**src/verilog/gpio_led_defs.vh**
```
`ifndef GPIO_LED_DEFS_VH
`define GPIO_LED_DEFS_VH

// Register offsets
`define OFS_PIN_CFG 12'h088
`define OFS_IRQ_EN 12'h0C0
`define OFS_IRQ_STS 12'h0C4

// Field positions in the configuration register
`define LED_LSB 28
`define POL_LSB 24
`define EEF_LSB 20
`define DRV_LSB 16
`define DIR_LSB 8
`define GPO_LSB 3
`define DATA_LSB 0

// Reset values
`define RST_3 3'h0
`define RST_2 2'h0

// Pin function codes
`define EEF_EEPROM 3'h0
`define EEF_GPO34 3'h1
`define EEF_OUTPUT_ONLY_PIN3_RXDV 3'h3
`define EEF_TXEN_OUTPUT_ONLY_PIN4 3'h5
`define EEF_TXEN_RXDV 3'h6
`define EEF_CLOCKS 3'h7

// Persistence time before a level counts
`define PERSIST_NS 40
`define CLK_NS 50
`define PERSIST_CYC ((`PERSIST_NS + `CLK_NS - 1) / `CLK_NS)

`endif

```
**src/verilog/pin_sync_filter.v**
```verilog
`timescale 1ns/10ps
`include "gpio_led_defs.vh"

module pin_sync_filter #(
    parameter N = 4
) (
    // Clock and reset
    input wire pclk,
    input wire presetn,
    input wire ce,
    // Pins
    input wire [N-1:0] pin_async,
    // Synchronised and persistence-qualified levels
    output wire [N-1:0] sync_q,
    output wire [N-1:0] filt_q
);

    localparam integer PERSIST_INT = `PERSIST_CYC;
    localparam [1:0] PERSIST = PERSIST_INT[1:0];

    genvar i;
    generate
        for (i = 0; i < N; i = i + 1)
        begin : g_pin
            reg s1_reg;
            reg s2_reg;
            reg filt_reg;
            reg [1:0] cnt_reg;
            always @(posedge pclk or negedge presetn)
            begin
                if (!presetn)
                begin
                    s1_reg <= 1'b0;
                    s2_reg <= 1'b0;
                    filt_reg <= 1'b0;
                    cnt_reg <= 2'h0;
                end
                else if (ce)
                begin
                    s1_reg <= pin_async[i];
                    s2_reg <= s1_reg;
                    if (s2_reg != filt_reg)
                    begin
                        if (cnt_reg + 2'h1 >= PERSIST)
                        begin
                            filt_reg <= s2_reg;
                            cnt_reg <= 2'h0;
                        end
                        else
                            cnt_reg <= cnt_reg + 2'h1;
                    end
                    else
                        cnt_reg <= 2'h0;
                end
            end
            assign sync_q[i] = s2_reg;
            assign filt_q[i] = filt_reg;
        end
    endgenerate

endmodule // pin_sync_filter

```
**src/verilog/eeprom_pin_mux.v**
```verilog
`timescale 1ns/10ps
`include "gpio_led_defs.vh"

module eeprom_pin_mux (
    // Function select
    input wire [2:0] code,
    // EEPROM controller side
    input wire ee_data_out,
    input wire ee_data_oe,
    input wire ee_clk,
    // Alternate sources
    input wire [1:0] gpo,
    input wire tx_en,
    input wire tx_clk,
    input wire rx_dv,
    input wire rx_clk,
    // Pin values
    output reg data_out,
    output reg data_oe,
    output reg clk_out
);

    always @*
    begin
        data_out = ee_data_out;
        data_oe = ee_data_oe;
        clk_out = ee_clk;
        case (code)
            `EEF_GPO34:
            begin
                data_out = gpo[0];
                data_oe = 1'b1;
                clk_out = gpo[1];
            end
            `EEF_OUTPUT_ONLY_PIN3_RXDV:
            begin
                data_out = gpo[0];
                data_oe = 1'b1;
                clk_out = rx_dv;
            end
            `EEF_TXEN_OUTPUT_ONLY_PIN4:
            begin
                data_out = tx_en;
                data_oe = 1'b1;
                clk_out = gpo[1];
            end
            `EEF_TXEN_RXDV:
            begin
                data_out = tx_en;
                data_oe = 1'b1;
                clk_out = rx_dv;
            end
            `EEF_CLOCKS:
            begin
                data_out = tx_clk;
                data_oe = 1'b1;
                clk_out = rx_clk;
            end
            default:
            begin
                data_out = ee_data_out;
                data_oe = ee_data_oe;
                clk_out = ee_clk;
            end
        endcase
    end

endmodule // eeprom_pin_mux

```
**src/verilog/gpio_led_pin_config.v**
```verilog
// Design decision made here: register access over APB.
`timescale 1ns/10ps
`include "gpio_led_defs.vh"

module gpio_led_pin_config (
    // Clock, reset, enable
    input wire pclk,
    input wire presetn,
    input wire ce,
    // APB slave
    input wire psel,
    input wire penable,
    input wire pwrite,
    input wire [11:0] paddr,
    input wire [31:0] pwdata,
    output reg [31:0] prdata,
    output reg pready,
    output reg pslverr,
    // General-purpose pins
    input wire [2:0] gpio_in,
    output reg [2:0] gpio_out,
    output reg [2:0] gpio_oe,
    // LED status sources
    input wire [2:0] led_status,
    // EEPROM controller side
    input wire ee_data_out,
    input wire ee_data_oe,
    input wire ee_clk,
    output reg ee_data_in,
    // Monitor sources
    input wire tx_en,
    input wire tx_clk,
    input wire rx_dv,
    input wire rx_clk,
    // EEPROM pins
    input wire eeprom_data_pin_in,
    output reg eeprom_data_pin_out,
    output reg eeprom_data_pin_oe,
    output reg eeprom_clock_pin,
    // Host interrupt
    output reg host_irq
);

    // Configuration fields
    reg [2:0] led_pin_select_reg;
    reg [2:0] pin_irq_level_select_reg;
    reg [2:0] eeprom_pin_function_reg;
    reg [2:0] pin_drive_type_reg;
    reg [2:0] pin_direction_reg;
    reg [1:0] output_only_data_reg;
    reg [2:0] pin_data_reg;

    // Interrupt enable and status
    reg [2:0] pin_irq_enable_reg;
    reg [2:0] interrupt_status_reg;

    // Synchronised pins
    wire [3:0] pin_sync;
    wire [3:0] pin_filt;

    // Pin mux results
    wire mux_data_out;
    wire mux_data_oe;
    wire mux_clk_out;

    // Decoded bus access
    wire setup_acc;
    wire wr_fire;
    wire hit_cfg;
    wire hit_en;
    wire hit_sts;
    wire hit_any;

    // Level condition and next values
    wire [2:0] level_hit;
    reg [2:0] sts_next;
    wire [2:0] pin_val;
    wire [2:0] drive_on;
    wire [2:0] out_next;
    wire [2:0] oe_next;
    reg [31:0] rd_next;
    genvar g;

    pin_sync_filter #(
        .N(4)
    ) u_sync (
        .pclk(pclk),
        .presetn(presetn),
        .ce(ce),
        .pin_async({eeprom_data_pin_in, gpio_in}),
        .sync_q(pin_sync),
        .filt_q(pin_filt)
    );

    eeprom_pin_mux u_mux (
        .code(eeprom_pin_function_reg),
        .ee_data_out(ee_data_out),
        .ee_data_oe(ee_data_oe),
        .ee_clk(ee_clk),
        .gpo(output_only_data_reg),
        .tx_en(tx_en),
        .tx_clk(tx_clk),
        .rx_dv(rx_dv),
        .rx_clk(rx_clk),
        .data_out(mux_data_out),
        .data_oe(mux_data_oe),
        .clk_out(mux_clk_out)
    );

    // Address decode
    assign hit_cfg = (paddr == `OFS_PIN_CFG);
    assign hit_en = (paddr == `OFS_IRQ_EN);
    assign hit_sts = (paddr == `OFS_IRQ_STS);
    assign hit_any = hit_cfg | hit_en | hit_sts;
    assign setup_acc = psel & penable & ~pready;
    assign wr_fire = psel & penable & pready & pwrite;

    // Read data
    always @*
    begin
        rd_next = 32'h0;
        if (hit_cfg)
        begin
            rd_next[`LED_LSB +: 3] = led_pin_select_reg;
            rd_next[`POL_LSB +: 3] = pin_irq_level_select_reg;
            rd_next[`EEF_LSB +: 3] = eeprom_pin_function_reg;
            rd_next[`DRV_LSB +: 3] = pin_drive_type_reg;
            rd_next[`DIR_LSB +: 3] = pin_direction_reg;
            rd_next[`GPO_LSB +: 2] = output_only_data_reg;
            rd_next[`DATA_LSB +: 3] = pin_sync[2:0];
        end
        else if (hit_en)
            rd_next[2:0] = pin_irq_enable_reg;
        else if (hit_sts)
            rd_next[2:0] = interrupt_status_reg;
    end

    // Per-pin level condition and drive
    generate
        for (g = 0; g < 3; g = g + 1)
        begin : g_pin
            wire is_gpio_in;
            wire lvl_match;
            wire led_on;
            wire push_pull;

            // Only plain input pins raise a condition
            assign is_gpio_in = ~pin_direction_reg[g]
                & ~led_pin_select_reg[g];
            assign lvl_match = pin_irq_level_select_reg[g]
                ? pin_filt[g]
                : ~pin_filt[g];
            assign level_hit[g] = lvl_match & is_gpio_in;

            // LED source or written data
            assign led_on = led_pin_select_reg[g];
            assign pin_val[g] = led_on
                ? led_status[g]
                : pin_data_reg[g];
            assign drive_on[g] = led_on | pin_direction_reg[g];

            // Open-drain only ever pulls low
            assign push_pull = pin_drive_type_reg[g];
            assign out_next[g] = push_pull & pin_val[g];
            assign oe_next[g] = drive_on[g]
                & (push_pull | ~pin_val[g]);
        end
    endgenerate

    // Status update, a new condition wins over a clear
    always @*
    begin
        sts_next = interrupt_status_reg;
        if (wr_fire && hit_sts)
            sts_next = sts_next & ~pwdata[2:0];
        sts_next = sts_next | level_hit;
    end

    // APB handshake
    always @(posedge pclk or negedge presetn)
    begin
        if (!presetn)
        begin
            pready <= 1'b0;
            pslverr <= 1'b0;
            prdata <= 32'h0;
        end
        else if (ce)
        begin
            if (setup_acc)
            begin
                pready <= 1'b1;
                pslverr <= ~hit_any;
                prdata <= pwrite ? 32'h0 : rd_next;
            end
            else
            begin
                pready <= 1'b0;
                pslverr <= 1'b0;
                prdata <= 32'h0;
            end
        end
    end

    // Configuration register
    always @(posedge pclk or negedge presetn)
    begin
        if (!presetn)
        begin
            led_pin_select_reg <= `RST_3;
            pin_irq_level_select_reg <= `RST_3;
            eeprom_pin_function_reg <= `RST_3;
            pin_drive_type_reg <= `RST_3;
            pin_direction_reg <= `RST_3;
            output_only_data_reg <= `RST_2;
            pin_data_reg <= `RST_3;
        end
        else if (ce && wr_fire && hit_cfg)
        begin
            // Reserved positions are never stored
            led_pin_select_reg <= pwdata[`LED_LSB +: 3];
            pin_irq_level_select_reg <= pwdata[`POL_LSB +: 3];
            eeprom_pin_function_reg <= pwdata[`EEF_LSB +: 3];
            pin_drive_type_reg <= pwdata[`DRV_LSB +: 3];
            pin_direction_reg <= pwdata[`DIR_LSB +: 3];
            output_only_data_reg <= pwdata[`GPO_LSB +: 2];
            pin_data_reg <= pwdata[`DATA_LSB +: 3];
        end
    end

    // Interrupt enable and status
    always @(posedge pclk or negedge presetn)
    begin
        if (!presetn)
        begin
            pin_irq_enable_reg <= `RST_3;
            interrupt_status_reg <= `RST_3;
            host_irq <= 1'b0;
        end
        else if (ce)
        begin
            if (wr_fire && hit_en)
                pin_irq_enable_reg <= pwdata[2:0];
            interrupt_status_reg <= sts_next;
            host_irq <= |(interrupt_status_reg & pin_irq_enable_reg);
        end
    end

    // Registered pin outputs
    always @(posedge pclk or negedge presetn)
    begin
        if (!presetn)
        begin
            gpio_out <= 3'h0;
            gpio_oe <= 3'h0;
            eeprom_data_pin_out <= 1'b0;
            eeprom_data_pin_oe <= 1'b0;
            eeprom_clock_pin <= 1'b0;
            ee_data_in <= 1'b0;
        end
        else if (ce)
        begin
            gpio_out <= out_next;
            gpio_oe <= oe_next;
            eeprom_data_pin_out <= mux_data_out;
            eeprom_data_pin_oe <= mux_data_oe;
            eeprom_clock_pin <= mux_clk_out;
            ee_data_in <= pin_sync[3];
        end
    end

endmodule // gpio_led_pin_config

```
**config.mk**
```make
export PLATFORM = sky130hd
export DESIGN_NAME = gpio_led_pin_config
export DESIGN_NICKNAME = d
export VERILOG_FILES = /design/src/verilog/pin_sync_filter.v /design/src/verilog/eeprom_pin_mux.v /design/src/verilog/gpio_led_pin_config.v
export VERILOG_INCLUDE_DIRS = /design/src /design/src/verilog
export SDC_FILE = /design/constraint.sdc
export NUM_CORES = 1
export LEC_CHECK = 0
export ABC_AREA = 0
export BUFFER_PORTS_ARGS = -buffer_cell sky130_fd_sc_hd__buf_2
export CAP_MARGIN = 25
export CORE_ASPECT_RATIO = 1.2
export CORE_MARGIN = 2
export CORE_UTILIZATION = 40
export CTS_BUF_LIST = sky130_fd_sc_hd__clkbuf_4
export DETAILED_ROUTE_END_ITERATION = 6
export HOLD_SLACK_MARGIN = 0.03
export PLACE_DENSITY = 0.72
export SLEW_MARGIN = 20
export SYNTH_ARGS = -nofsm -noshare
export SYNTH_HDL_FRONTEND = slang
export SYNTH_SLANG_ARGS = --single-unit
```
**constraint.sdc**
```tcl
create_clock -name pclk -period 2 [get_ports pclk]
set_input_delay 0.3 -clock pclk [delete_from_list [all_inputs] [get_ports pclk]]
set_output_delay 0.3 -clock pclk [all_outputs]
set_load 0.03 [all_outputs]
```
==> results by group, run 1 <==
Worst setup path
  – R2r worst-path depth: 5
  – Crit end category: register
  – FF-to-FF Start: pready
  – Reg2Reg Setup Slack: 0.45 ns
  – Setup CP Type: register to register
  – CP required: 2.30 ns
  – FF-to-FF End: pin_irq_level_select_reg[0]
  – CP max FO: 12
  – Arrival @ worst endpoint: 1.85 ns
  – Startpoint class of the critical path: register

Finish
  – Area growth syn-to-layout: 18.8%
  – Sequential Area: 0.00190 mm²
  – Most frequent cells in the layout: buf_2, dfrtp_1, mux2_2
  – Fraction of layout cells with a size suffix above 1: 43.6%
  – Multi-input logic area: 0.00140 mm²
  – Nets: 431
  – Most common cell after layout, fill and taps aside: buf_2
  – Filler cells: 799
  – Number of flip-flops in the largest register: 20
  – Final core occ: 48.5%

Synthesis
  – Post-synthesis sequential area ratio: 54.7%
  – Synth warn: 0
  – Post-Synthesis Cells: 277
  – Distinct cell type count after synthesis: 52
  – Main flop type after synthesis: dfrtp_1
  – Synthesized area: 0.00348 mm²
  – EDFF count, synth: 0
  – Syn_area_per_cell: 12.6 µm²
  – Ys async rst share: 100%
  – Count of state elements after synthesis: 76

Global routing
  – Vias in the first global route: 2423
  – Tot GR Track Use: 16.0%
  – Total grt overflow: 0
  – Initial antenna violation count: 2
  – First-pass GRT wire length: 11700 µm
  – Largest net degree at the start of global routing: 42

Drt
  – Vias/cell: 5.08
  – Final antenna-violating net count: 0
  – Vias: 2476
  – Post-route DRC: 0
  – Drt wl/cell: 14.9 µm
  – TritonRoute pass-1 iters: 4
  – Initial DRC Count: 113
  – Final wirelength: 7250 µm

Floorplan
  – Die Height: 106 µm
  – IO Count: 109
  – Die ar.: 0.00946 mm²
  – Starting Density: 40.8%
  – Die span in x: 89.1 µm
  – Core area: 0.00852 mm²
  – Rows: 37

Timing
  – Final Max Tran Viols: 0
  – Worst Skew: 0.0169 ns
  – F_max: 0.644 GHz
  – Post-route worst setup slack: 0.448 ns
  – Crit path time final: 1.55 ns
  – Final period utilization: 77.6%
  – Final hold vios: 0
  – Final setup vio count: 0
  – Final setup TNS: 0 ns
  – RSZ-0062 raised after global routing: no

Placed design
  – Post-DP HPWL: 5300 µm
  – Pre-CTS WS: 0.135 ns
  – PortBufs: 84
  – Final Wtd Congestion: 0.861

Power and ir drop
  – Seq pwr share: 54.8%
  – Logic pwr share: 9.8%
  – Leakage: 2.09 nW
  – Pwr Density: 714 mW/mm²
  – Switching share of power: 25.7%
  – Internal Power: 2.19 mW
  – Clk network pwr share: 35.4%
  – VDD IR max: 0.000286 V
  – P_sw: 0.758 mW

Hold path
  – Hold Path End: eeprom_pin_function_reg[0]
  – Hold Path Cell Cnt: 2
  – Hold Path Origin: pwdata[20]
  – Hold Crit Class: primary input to register

CTS
  – Clk buf depth: 2
  – H-tree depth: 3
  – Clk_lat worst skew: 0.41 ns
  – TritonCTS Sinks: 76
  – CTS tree: done
  – CTS Buf Count: 9
  – CTS Root Cell: clkbuf_4
  – Clk slew on worst S/H paths: 0.13 ns

Flow run
  – Max-cap check violation count: 0

Run status
  – Outcome: finished clean
==> per-stage QoR <==
stage               instance area [µm²]  instances  hold WS, ns  power (mW)
floorplan                          3520        288      0.00441        1.82
global placement                   3960        469        0.285        1.93
detailed placement                 3960        469        0.287        1.94
CTS                                4130        486       0.0933        2.98
global route                       4130        487       0.0807        3.08
finish                             4130        487        0.109        2.95
==> worst max path at each step <==
| stage | from | end | slack (ns) | cells after the start |
|---|---|---|---|---|
| 6_report | pready | pin_irq_level_select_reg[0] | 0.45 | 5 |
| 5_1_grt | pready | pin_direction_reg[1] | 0.35 | 5 |
| 4_1_cts | pready | pin_direction_reg[2] | 0.45 | 5 |
| 3_5_place_dp | paddr[5] | pin_irq_level_select_reg[0] | 0.13 | 6 |
| 3_3_place_gp | paddr[9] | pin_direction_reg[2] | 0.17 | 6 |
| 2_1_floorplan | pready | led_pin_select_reg[1] | 0.39 | 5 |
==> cell usage after synthesis (2+ instances only) <==
| cell type | number | area [µm²] |
|---|---|---|
| a21oi_1 | 4 | 20.0 |
| o31ai_1 | 2 | 15.0 |
| a22o_1 | 4 | 35.0 |
| a22oi_1 | 3 | 22.5 |
| and3_1 | 3 | 18.8 |
| nand3_1 | 7 | 35.0 |
| xor2_1 | 7 | 61.3 |
| nand2_1 | 14 | 52.6 |
| nand2b_1 | 3 | 18.8 |
| a311oi_1 | 2 | 17.5 |
| o21ai_0 | 14 | 70.1 |
| a211o_1 | 2 | 17.5 |
| a22o_2 | 15 | 150 |
| o41ai_1 | 2 | 17.5 |
| nand4b_1 | 2 | 17.5 |
| mux2i_1 | 4 | 40.0 |
| dfrtp_1 | 76 | 1900 |
| buf_6 | 3 | 33.8 |
| inv_1 | 8 | 30.0 |
| buf_4 | 14 | 105 |
| o2bb2ai_1 | 7 | 61.3 |
| a211oi_1 | 2 | 15.0 |
| nor2_1 | 4 | 15.0 |
| nand4_1 | 4 | 25.0 |
| clkbuf_1 | 6 | 22.5 |
| a21o_1 | 3 | 22.5 |
| ha_1 | 3 | 37.5 |
| nand3b_1 | 4 | 30.0 |
| mux2_2 | 32 | 360 |
==> metal layers <==
layer / global-route usage [%] / share of wire, %
met1: 20.4 / 44
met2: 25.5 / 49
met3: 3.73 / 4.5
met4: 7.46 / 2.4
met5: 0 / 0.15
==> worst max-delay path: stages (launching register included) <==
cell,delay (ns)
dfrtp_1,0.39
and2_1,0.20
nand4_4,0.16
nor2_4,0.12
buf_4,0.21
mux2_2,0.36
==> power by group through the flow <==
stage | sequential [mW] | combinational, mW | clock, mW
2_1_floorplan | 1.67 | 0.157 | 0
3_3_place_gp | 1.64 | 0.288 | 0
3_5_place_dp | 1.65 | 0.292 | 0
4_1_cts | 1.62 | 0.295 | 1.07
5_1_grt | 1.62 | 0.321 | 1.13
6_report | 1.62 | 0.290 | 1.05
==> cell families after synthesis <==
kind of cell	Yosys count	share of synthesized area, %
AOI/OAI and AO/OA	66	14.7
xor gates and xnor gates	7	1.76
adders and majority gates	3	1.08
buffers and inverters	35	6.44
DFF	76	54.7
muxes	36	11.5
other	1	0.108
and+or+nand+nor	53	9.71
==> layout make-up <==
cell class,count,area share [%]
Antenna cell,1,0.0606
Clock buffer,9,1.63
Clock inverter,7,2.21
Inverter,8,0.727
Multi-Input combinational cell,177,33.8
Sequential cell,76,46.0
Tap cell,117,3.54
Timing Repair Buffer,92,12.0
==> what timing repair did <==
action | 4_1_cts | 5_1_grt
hold buffers | 1 | 0
gates resized for setup | 0 | 0
hold endpoints to repair | 35 | 0
setup buffers | 0 | 0
No activity file was read; power rests on OpenSTA's default activity.
==> inputs of run 2 (changes only) <==
Settings changed: PLACE_DENSITY 0.72 to 0.75.
Clock period 2 ns to 1.4 ns, I/O delays scaled along.
==> run 2 against run 1 <==
The flow now finishes with violations (negative setup slack). Setup slack lost 0.47 ns. Maximum frequency grew 9.3%. Largest cell class unchanged. Clock power grew 16%. Worst hold slack lost 0.049 ns. Largest power group unchanged. Critical path depth is the same. Highest routed layer is now met4. Design area grew 8.8%.
==> results by group, run 2 (synthesis gave the netlist of run 1 again) <==
Run status
  – Outcome: complete, but fails checks
  – Violated checks: negative setup slack

Hold path
  – Hold Crit Class: primary input to register

Worst setup path
  – Delay of the slowest critical-path stage: 0.40 ns
  – CP Cell Sequence: and2_4 -> nand4_4 -> nor2_4 -> buf_12 -> mux2_2
  – Arrival @ worst endpoint: 1.75 ns
  – Slowest CP cell: dfrtp_2
  – CP required: 1.73 ns
  – Startpoint class of the critical path: register
  – Crit end category: register
  – CP max FO: 20
  – Setup CP Type: register to register

Finish
  – Most frequent cells in the layout: buf_2, dfrtp_1, mux2_2
  – Non-filler instance count after layout: 520
  – Sequential Area: 0.00190 mm²
  – Fraction of layout cells with a size suffix above 1: 44.7%
  – Filler cells: 741
  – Number of flip-flops in the largest register: 20
  – Area growth syn-to-layout: 29.3%
  – Antenna diode count: 0
  – Nets: 465
  – Most common cell after layout, fill and taps aside: buf_2
  – Multi-input logic area: 0.00144 mm²
  – Design Area, Final: 0.00450 mm²

Global routing
  – Total grt overflow: 0
  – Vias in the first global route: 2667
  – First-pass GRT wire length: 12600 µm
  – Tot GR Track Use: 17.2%
  – Initial antenna violation count: 1
  – Largest net degree at the start of global routing: 35

Placed design
  – Placed Instances: 483
  – DP Area: 0.00415 mm²
  – PortBufs: 84
  – Final Wtd Congestion: 0.887
  – Post-DP HPWL: 5620 µm

Power and ir drop
  – Internal Power: 2.86 mW
  – Seq pwr share: 57.4%
  – Leakage: 2.24 nW
  – Logic pwr share: 12.4%
  – P_sw: 1.16 mW
  – Clk network pwr share: 30.2%
  – VDD IR max: 0.000305 V
  – Pwr Density: 895 mW/mm²
  – Switching share of power: 28.9%

Floorplan
  – IO Count: 109
  – Die Height: 106 µm
  – Rows: 37
  – Starting Density: 40.8%
  – Core area: 0.00852 mm²
  – Die span in x: 89.1 µm
  – Die ar.: 0.00946 mm²

Timing
  – Worst Skew: 0.0214 ns
  – Crit path time final: 1.42 ns
  – Final Max Tran Viols: 0
  – Final hold vios: 0
  – Final period utilization: 101%
  – Final setup vio count: 12
  – F_max: 0.704 GHz
  – Post-route worst setup slack: -0.0200 ns
  – RSZ-0062 raised after global routing: yes

Flow run
  – Max-cap check violation count: 0

Drt
  – Final antenna-violating net count: 0
  – Vias/cell: 5.03
  – Initial DRC Count: 176
  – Drt wl/cell: 14.9 µm
  – TritonRoute pass-1 iters: 4
  – Final wirelength: 7740 µm
  – Post-route DRC: 0
  – Vias: 2614

CTS
  – CTS Root Cell: clkbuf_4
  – Clk slew on worst S/H paths: 0.13 ns
  – CTS Buf Count: 9
  – CTS tree: done
  – H-tree depth: 3
  – Clk buf depth: 2
  – TritonCTS Sinks: 76
  – Clk_lat worst skew: 0.43 ns
[run 2: through the flow]
step | TNS [ns] | worst slack, ns | power, mW | hold slack, ns | utilization (%)
6_report | -0.148 | -0.0200 | 4.02 | 0.0601 | 52.8
3_3_place_gp | -5.36 | -0.193 | 2.79 | 0.114 | 48.7
4_1_cts | -0.230 | -0.0278 | 4.07 | 0.0340 | 52.7
3_5_place_dp | -6.30 | -0.222 | 2.81 | 0.113 | 48.7
5_1_grt | -1.94 | -0.101 | 4.20 | 0.0441 | 52.8
2_1_floorplan | -2.20 | -0.0959 | 2.61 | -0.0856 | -
[run 2: power by group through the flow]
stage	Combinational, mW	Clock, mW	Sequential [mW]
after floorplan	0.226	0	2.38
after global placement	0.442	0	2.35
after detailed placement	0.455	0	2.35
after CTS	0.502	1.26	2.31
after global routing	0.547	1.33	2.32
final	0.498	1.22	2.31
[run 2: area by class of cell]
type,instances,area share [%]
Sequential cell,76,42.3
Multi-Input combinational cell,177,32.0
Timing Repair Buffer,126,19.0
Tap cell,117,3.25
Clock buffer,9,1.50
Clock inverter,7,1.28
Inverter,8,0.668
[run 2: worst max-delay path, delay by kind of cell, from the launching register on]
kind	cells	cell delay, ns
buffers and inverters	1	0.17
DFF	1	0.40
muxes	1	0.34
and+or+nand+nor	3	0.42
[run 2: path summary, 6_finish.rpt]
kind,startpoint,end,slack (ns),cells past startpoint
min in group asynchronous,presetn,prdata[10],0.20,2
worst min-delay path,pwdata[2],pin_data_reg[2],0.06,2
max in group asynchronous,presetn,pready,0.70,3
worst max register to register,pready,pin_data_reg[2],-0.02,5
worst min register to register,gpio_oe[1],gpio_oe[1],0.50,1
worst max-delay path,pready,pin_data_reg[2],-0.02,5
[run 2: what timing repair did]
| item | in CTS | in global routing |
|---|---|---|
| hold buffers | 21 | 0 |
| endpoints found under the hold margin | 96 | 0 |
| endpoints found under the setup margin | 16 | 39 |
| pin swaps | 0 | 2 |
| resized for setup | 2 | 2 |
| setup buffers | 0 | 0 |
[run 2: layer usage]
metal / GRT usage [%] / share of wire [%] / up-vias
met5: 0 / 0 / -
met4: 8.10 / 2.3 / 0
met3: 2.25 / 3.4 / 14
met2: 28.2 / 51 / 58
met1: 22.1 / 43 / 1303
li1: - / - / 1239
==> inputs of run 3 (changes only) <==
Settings changed: ABC_AREA 0 to 1, PLACE_DENSITY 0.75 to 0.74.
==> run 3 against run 2 <==
The run now ends clean. Global-route usage fell by 0.45 points. Setup slack better by 0.099 ns. Maximum frequency increased by 7.5%. Non-clock buffer count down 11. Sequential power is essentially flat. Die area grew 8.3%. Synthesized cell count rose by 57%. Critical path depth decreased by 3. Final cell count up 29%. Critical endpoint is now pready. Largest cell class unchanged. Largest power group unchanged. Highest routed layer unchanged.
==> results by group, run 3 <==
Run status
  – Outcome: finished clean

Worst setup path
  – Arrival @ worst endpoint: 1.11 ns
  – Crit end category: primary output
  – FF-to-FF Start: pready
  – Startpoint class of the critical path: register
  – CP startpoint: pready
  – CP required: 1.19 ns
  – CP max FO: 4
  – Setup CP Type: register to primary output

Drt
  – Final antenna-violating net count: 0
  – Drt wl/cell: 12.2 µm
  – TritonRoute pass-1 iters: 4
  – Post-route DRC: 0
  – Initial DRC Count: 171
  – Final wirelength: 8210 µm
  – Vias: 3037
  – Vias/cell: 4.51

Synthesis
  – Synth warn: 0
  – Adder-cell share of the synthesized area: 0.992%
  – Post-Synth XOR/XNOR Area: 0.695%
  – Post-synthesis sequential area ratio: 50.3%
  – Multiplexer area fraction after synthesis: 0%
  – Post-Synthesis Cells: 436
  – Distinct cell type count after synthesis: 31
  – Main flop type after synthesis: dfrtp_1
  – Ys async rst share: 100%
  – Syn_area_per_cell: 8.68 µm²
  – Combinational family with the most area after synthesis: simple AND/OR/NAND/NOR gates
  – Simple-gate portion of the synthesized area: 23.3%
  – Synthesized area: 0.00378 mm²
  – Most frequent cell after synthesis: nand2_1
  – Yosys top cell by area: dfrtp_1
  – Post-synth top area share: 50.3%
  – EDFF count, synth: 0
  – Count of state elements after synthesis: 76
  – Synth top area cells: dfrtp_1, nand2_1, o21ai_2, inv_1, o21ai_0
  – Synth Area in Compound Gates: 13.7%
  – Post-synth top cells: nand2_1, dfrtp_1, inv_1

Power and ir drop
  – Clk network pwr share: 31.3%
  – P_sw: 1.06 mW
  – Seq pwr share: 56.6%
  – VDD IR max: 0.000464 V
  – Pwr Density: 862 mW/mm²
  – Pwr Total: 4.05 mW
  – Internal Power: 2.98 mW
  – Logic pwr share: 12.1%
  – Switching share of power: 26.2%
  – Leakage: 2.49 nW

Finish
  – Area growth syn-to-layout: 24.0%
  – Most common cell after layout, fill and taps aside: nand2_1
  – Number of flip-flops in the largest register: 20
  – Antenna diode count: 0
  – Final core occ: 51.4%
  – Most frequent cells in the layout: nand2_1, buf_2, dfrtp_1
  – Nets: 615
  – Non-filler instance count after layout: 673
  – Fraction of layout cells with a size suffix above 1: 31.1%

Floorplan
  – Die ar.: 0.0103 mm²
  – Die span in x: 92.8 µm
  – Starting Density: 41.4%
  – IO Count: 109
  – Rows: 38
  – Die Height: 111 µm
  – Core area: 0.00913 mm²

CTS
  – Clk_lat worst skew: 0.41 ns
  – H-tree depth: 3
  – CTS tree: done
  – Clk buf depth: 2
  – TritonCTS Sinks: 76
  – CTS Buf Count: 9
  – CTS Root Cell: clkbuf_4
  – Post-CTS setup buffers: 0
  – Clk slew on worst S/H paths: 0.11 ns

Timing
  – Final Max Tran Viols: 0
  – Hold WS: 0.0549 ns
  – Final setup vio count: 0
  – Final setup TNS: 0 ns
  – RSZ-0062 raised after global routing: no
  – Crit path time final: 1.32 ns
  – Final period utilization: 94.3%
  – Final hold vios: 0
  – F_max: 0.757 GHz
  – Worst Skew: 0.0159 ns

Flow run
  – Max-cap check violation count: 0

Global routing
  – Largest net degree at the start of global routing: 41
  – Vias in the first global route: 2926
  – Tot GR Track Use: 16.7%
  – First-pass GRT wire length: 13700 µm
  – Total grt overflow: 0
  – Initial antenna violation count: 0

Placed design
  – Post-DP HPWL: 6020 µm
  – Placed Instances: 636
  – PortBufs: 84
  – Final Wtd Congestion: 0.819

Hold path
  – Hold Path Origin: pwdata[16]
  – Hold Crit Class: primary input to register
## run 3: kinds of logic (layout without fill, tap and decap cells)
family / after synthesis / after routing
flip-flops: 76 / 76
other: 1 / 12
buffers and inverters: 88 / 194
AO/OA/AOI/OAI: 77 / 77
adder cells (fa/ha/maj): 3 / 3
AND/OR/NAND/NOR: 188 / 188
XOR/XNOR: 3 / 3
## run 3: power groups by stage
stage / combinational, mW / sequential [mW] / clock, mW
final: 0.489 / 2.29 / 1.27
after global routing: 0.549 / 2.30 / 1.42
after CTS: 0.492 / 2.29 / 1.30
after detailed placement: 0.446 / 2.33 / 0
after global placement: 0.435 / 2.33 / 0
after floorplan: 0.232 / 2.36 / 0
## run 3: cell type report
cell class | count | area (µm²)
Clock buffer | 10 | 75.1
Inverter | 63 | 236
Tap cell | 120 | 150
Clock inverter | 6 | 55.1
Timing Repair Buffer | 115 | 764
Multi-Input combinational cell | 283 | 1510
Sequential cell | 76 | 1900
Fill cell | 859 | 4440
## run 3: path summary, 6_finish.rpt
kind	end	slack [ns]	cells past startpoint
worst max-delay path	pready	0.08	2
worst min-delay path	pin_drive_type_reg[0]	0.05	3
min in group asynchronous	eeprom_data_pin_out	0.25	2
worst min register to register	prdata[8]	0.49	2
max in group asynchronous	pin_direction_reg[1]	0.60	3
worst max register to register	pin_data_reg[1]	0.14	6
## run 3: through the flow
step | instance area [µm²] | worst slack [ns]
finish | 4690 | 0.0795
global route | 4690 | 0.0127
CTS | 4680 | 0.0189
detailed placement | 4340 | 0.0541
global placement | 4340 | 0.0696
floorplan | 3820 | 0.00651
## run 3: repair_timing
| item | in CTS | in global routing |
|---|---|---|
| hold buffers | 21 | 0 |
| hold endpoints to repair | 45 | 0 |
| setup endpoints to repair | 0 | 2 |
| resized for setup | 0 | 4 |
## run 3: critical path, stage by stage (launching register included)
cell     delay, ns
dfrtp_1       0.41
buf_4         0.16
buf_6         0.13
## run 3: metal layers
layer  GRT usage (%)  share of wire (%)
met2            26.9                 49
met3            3.62                4.3
met4            6.47                1.6
met5               0                  0
met1            22.0                 45
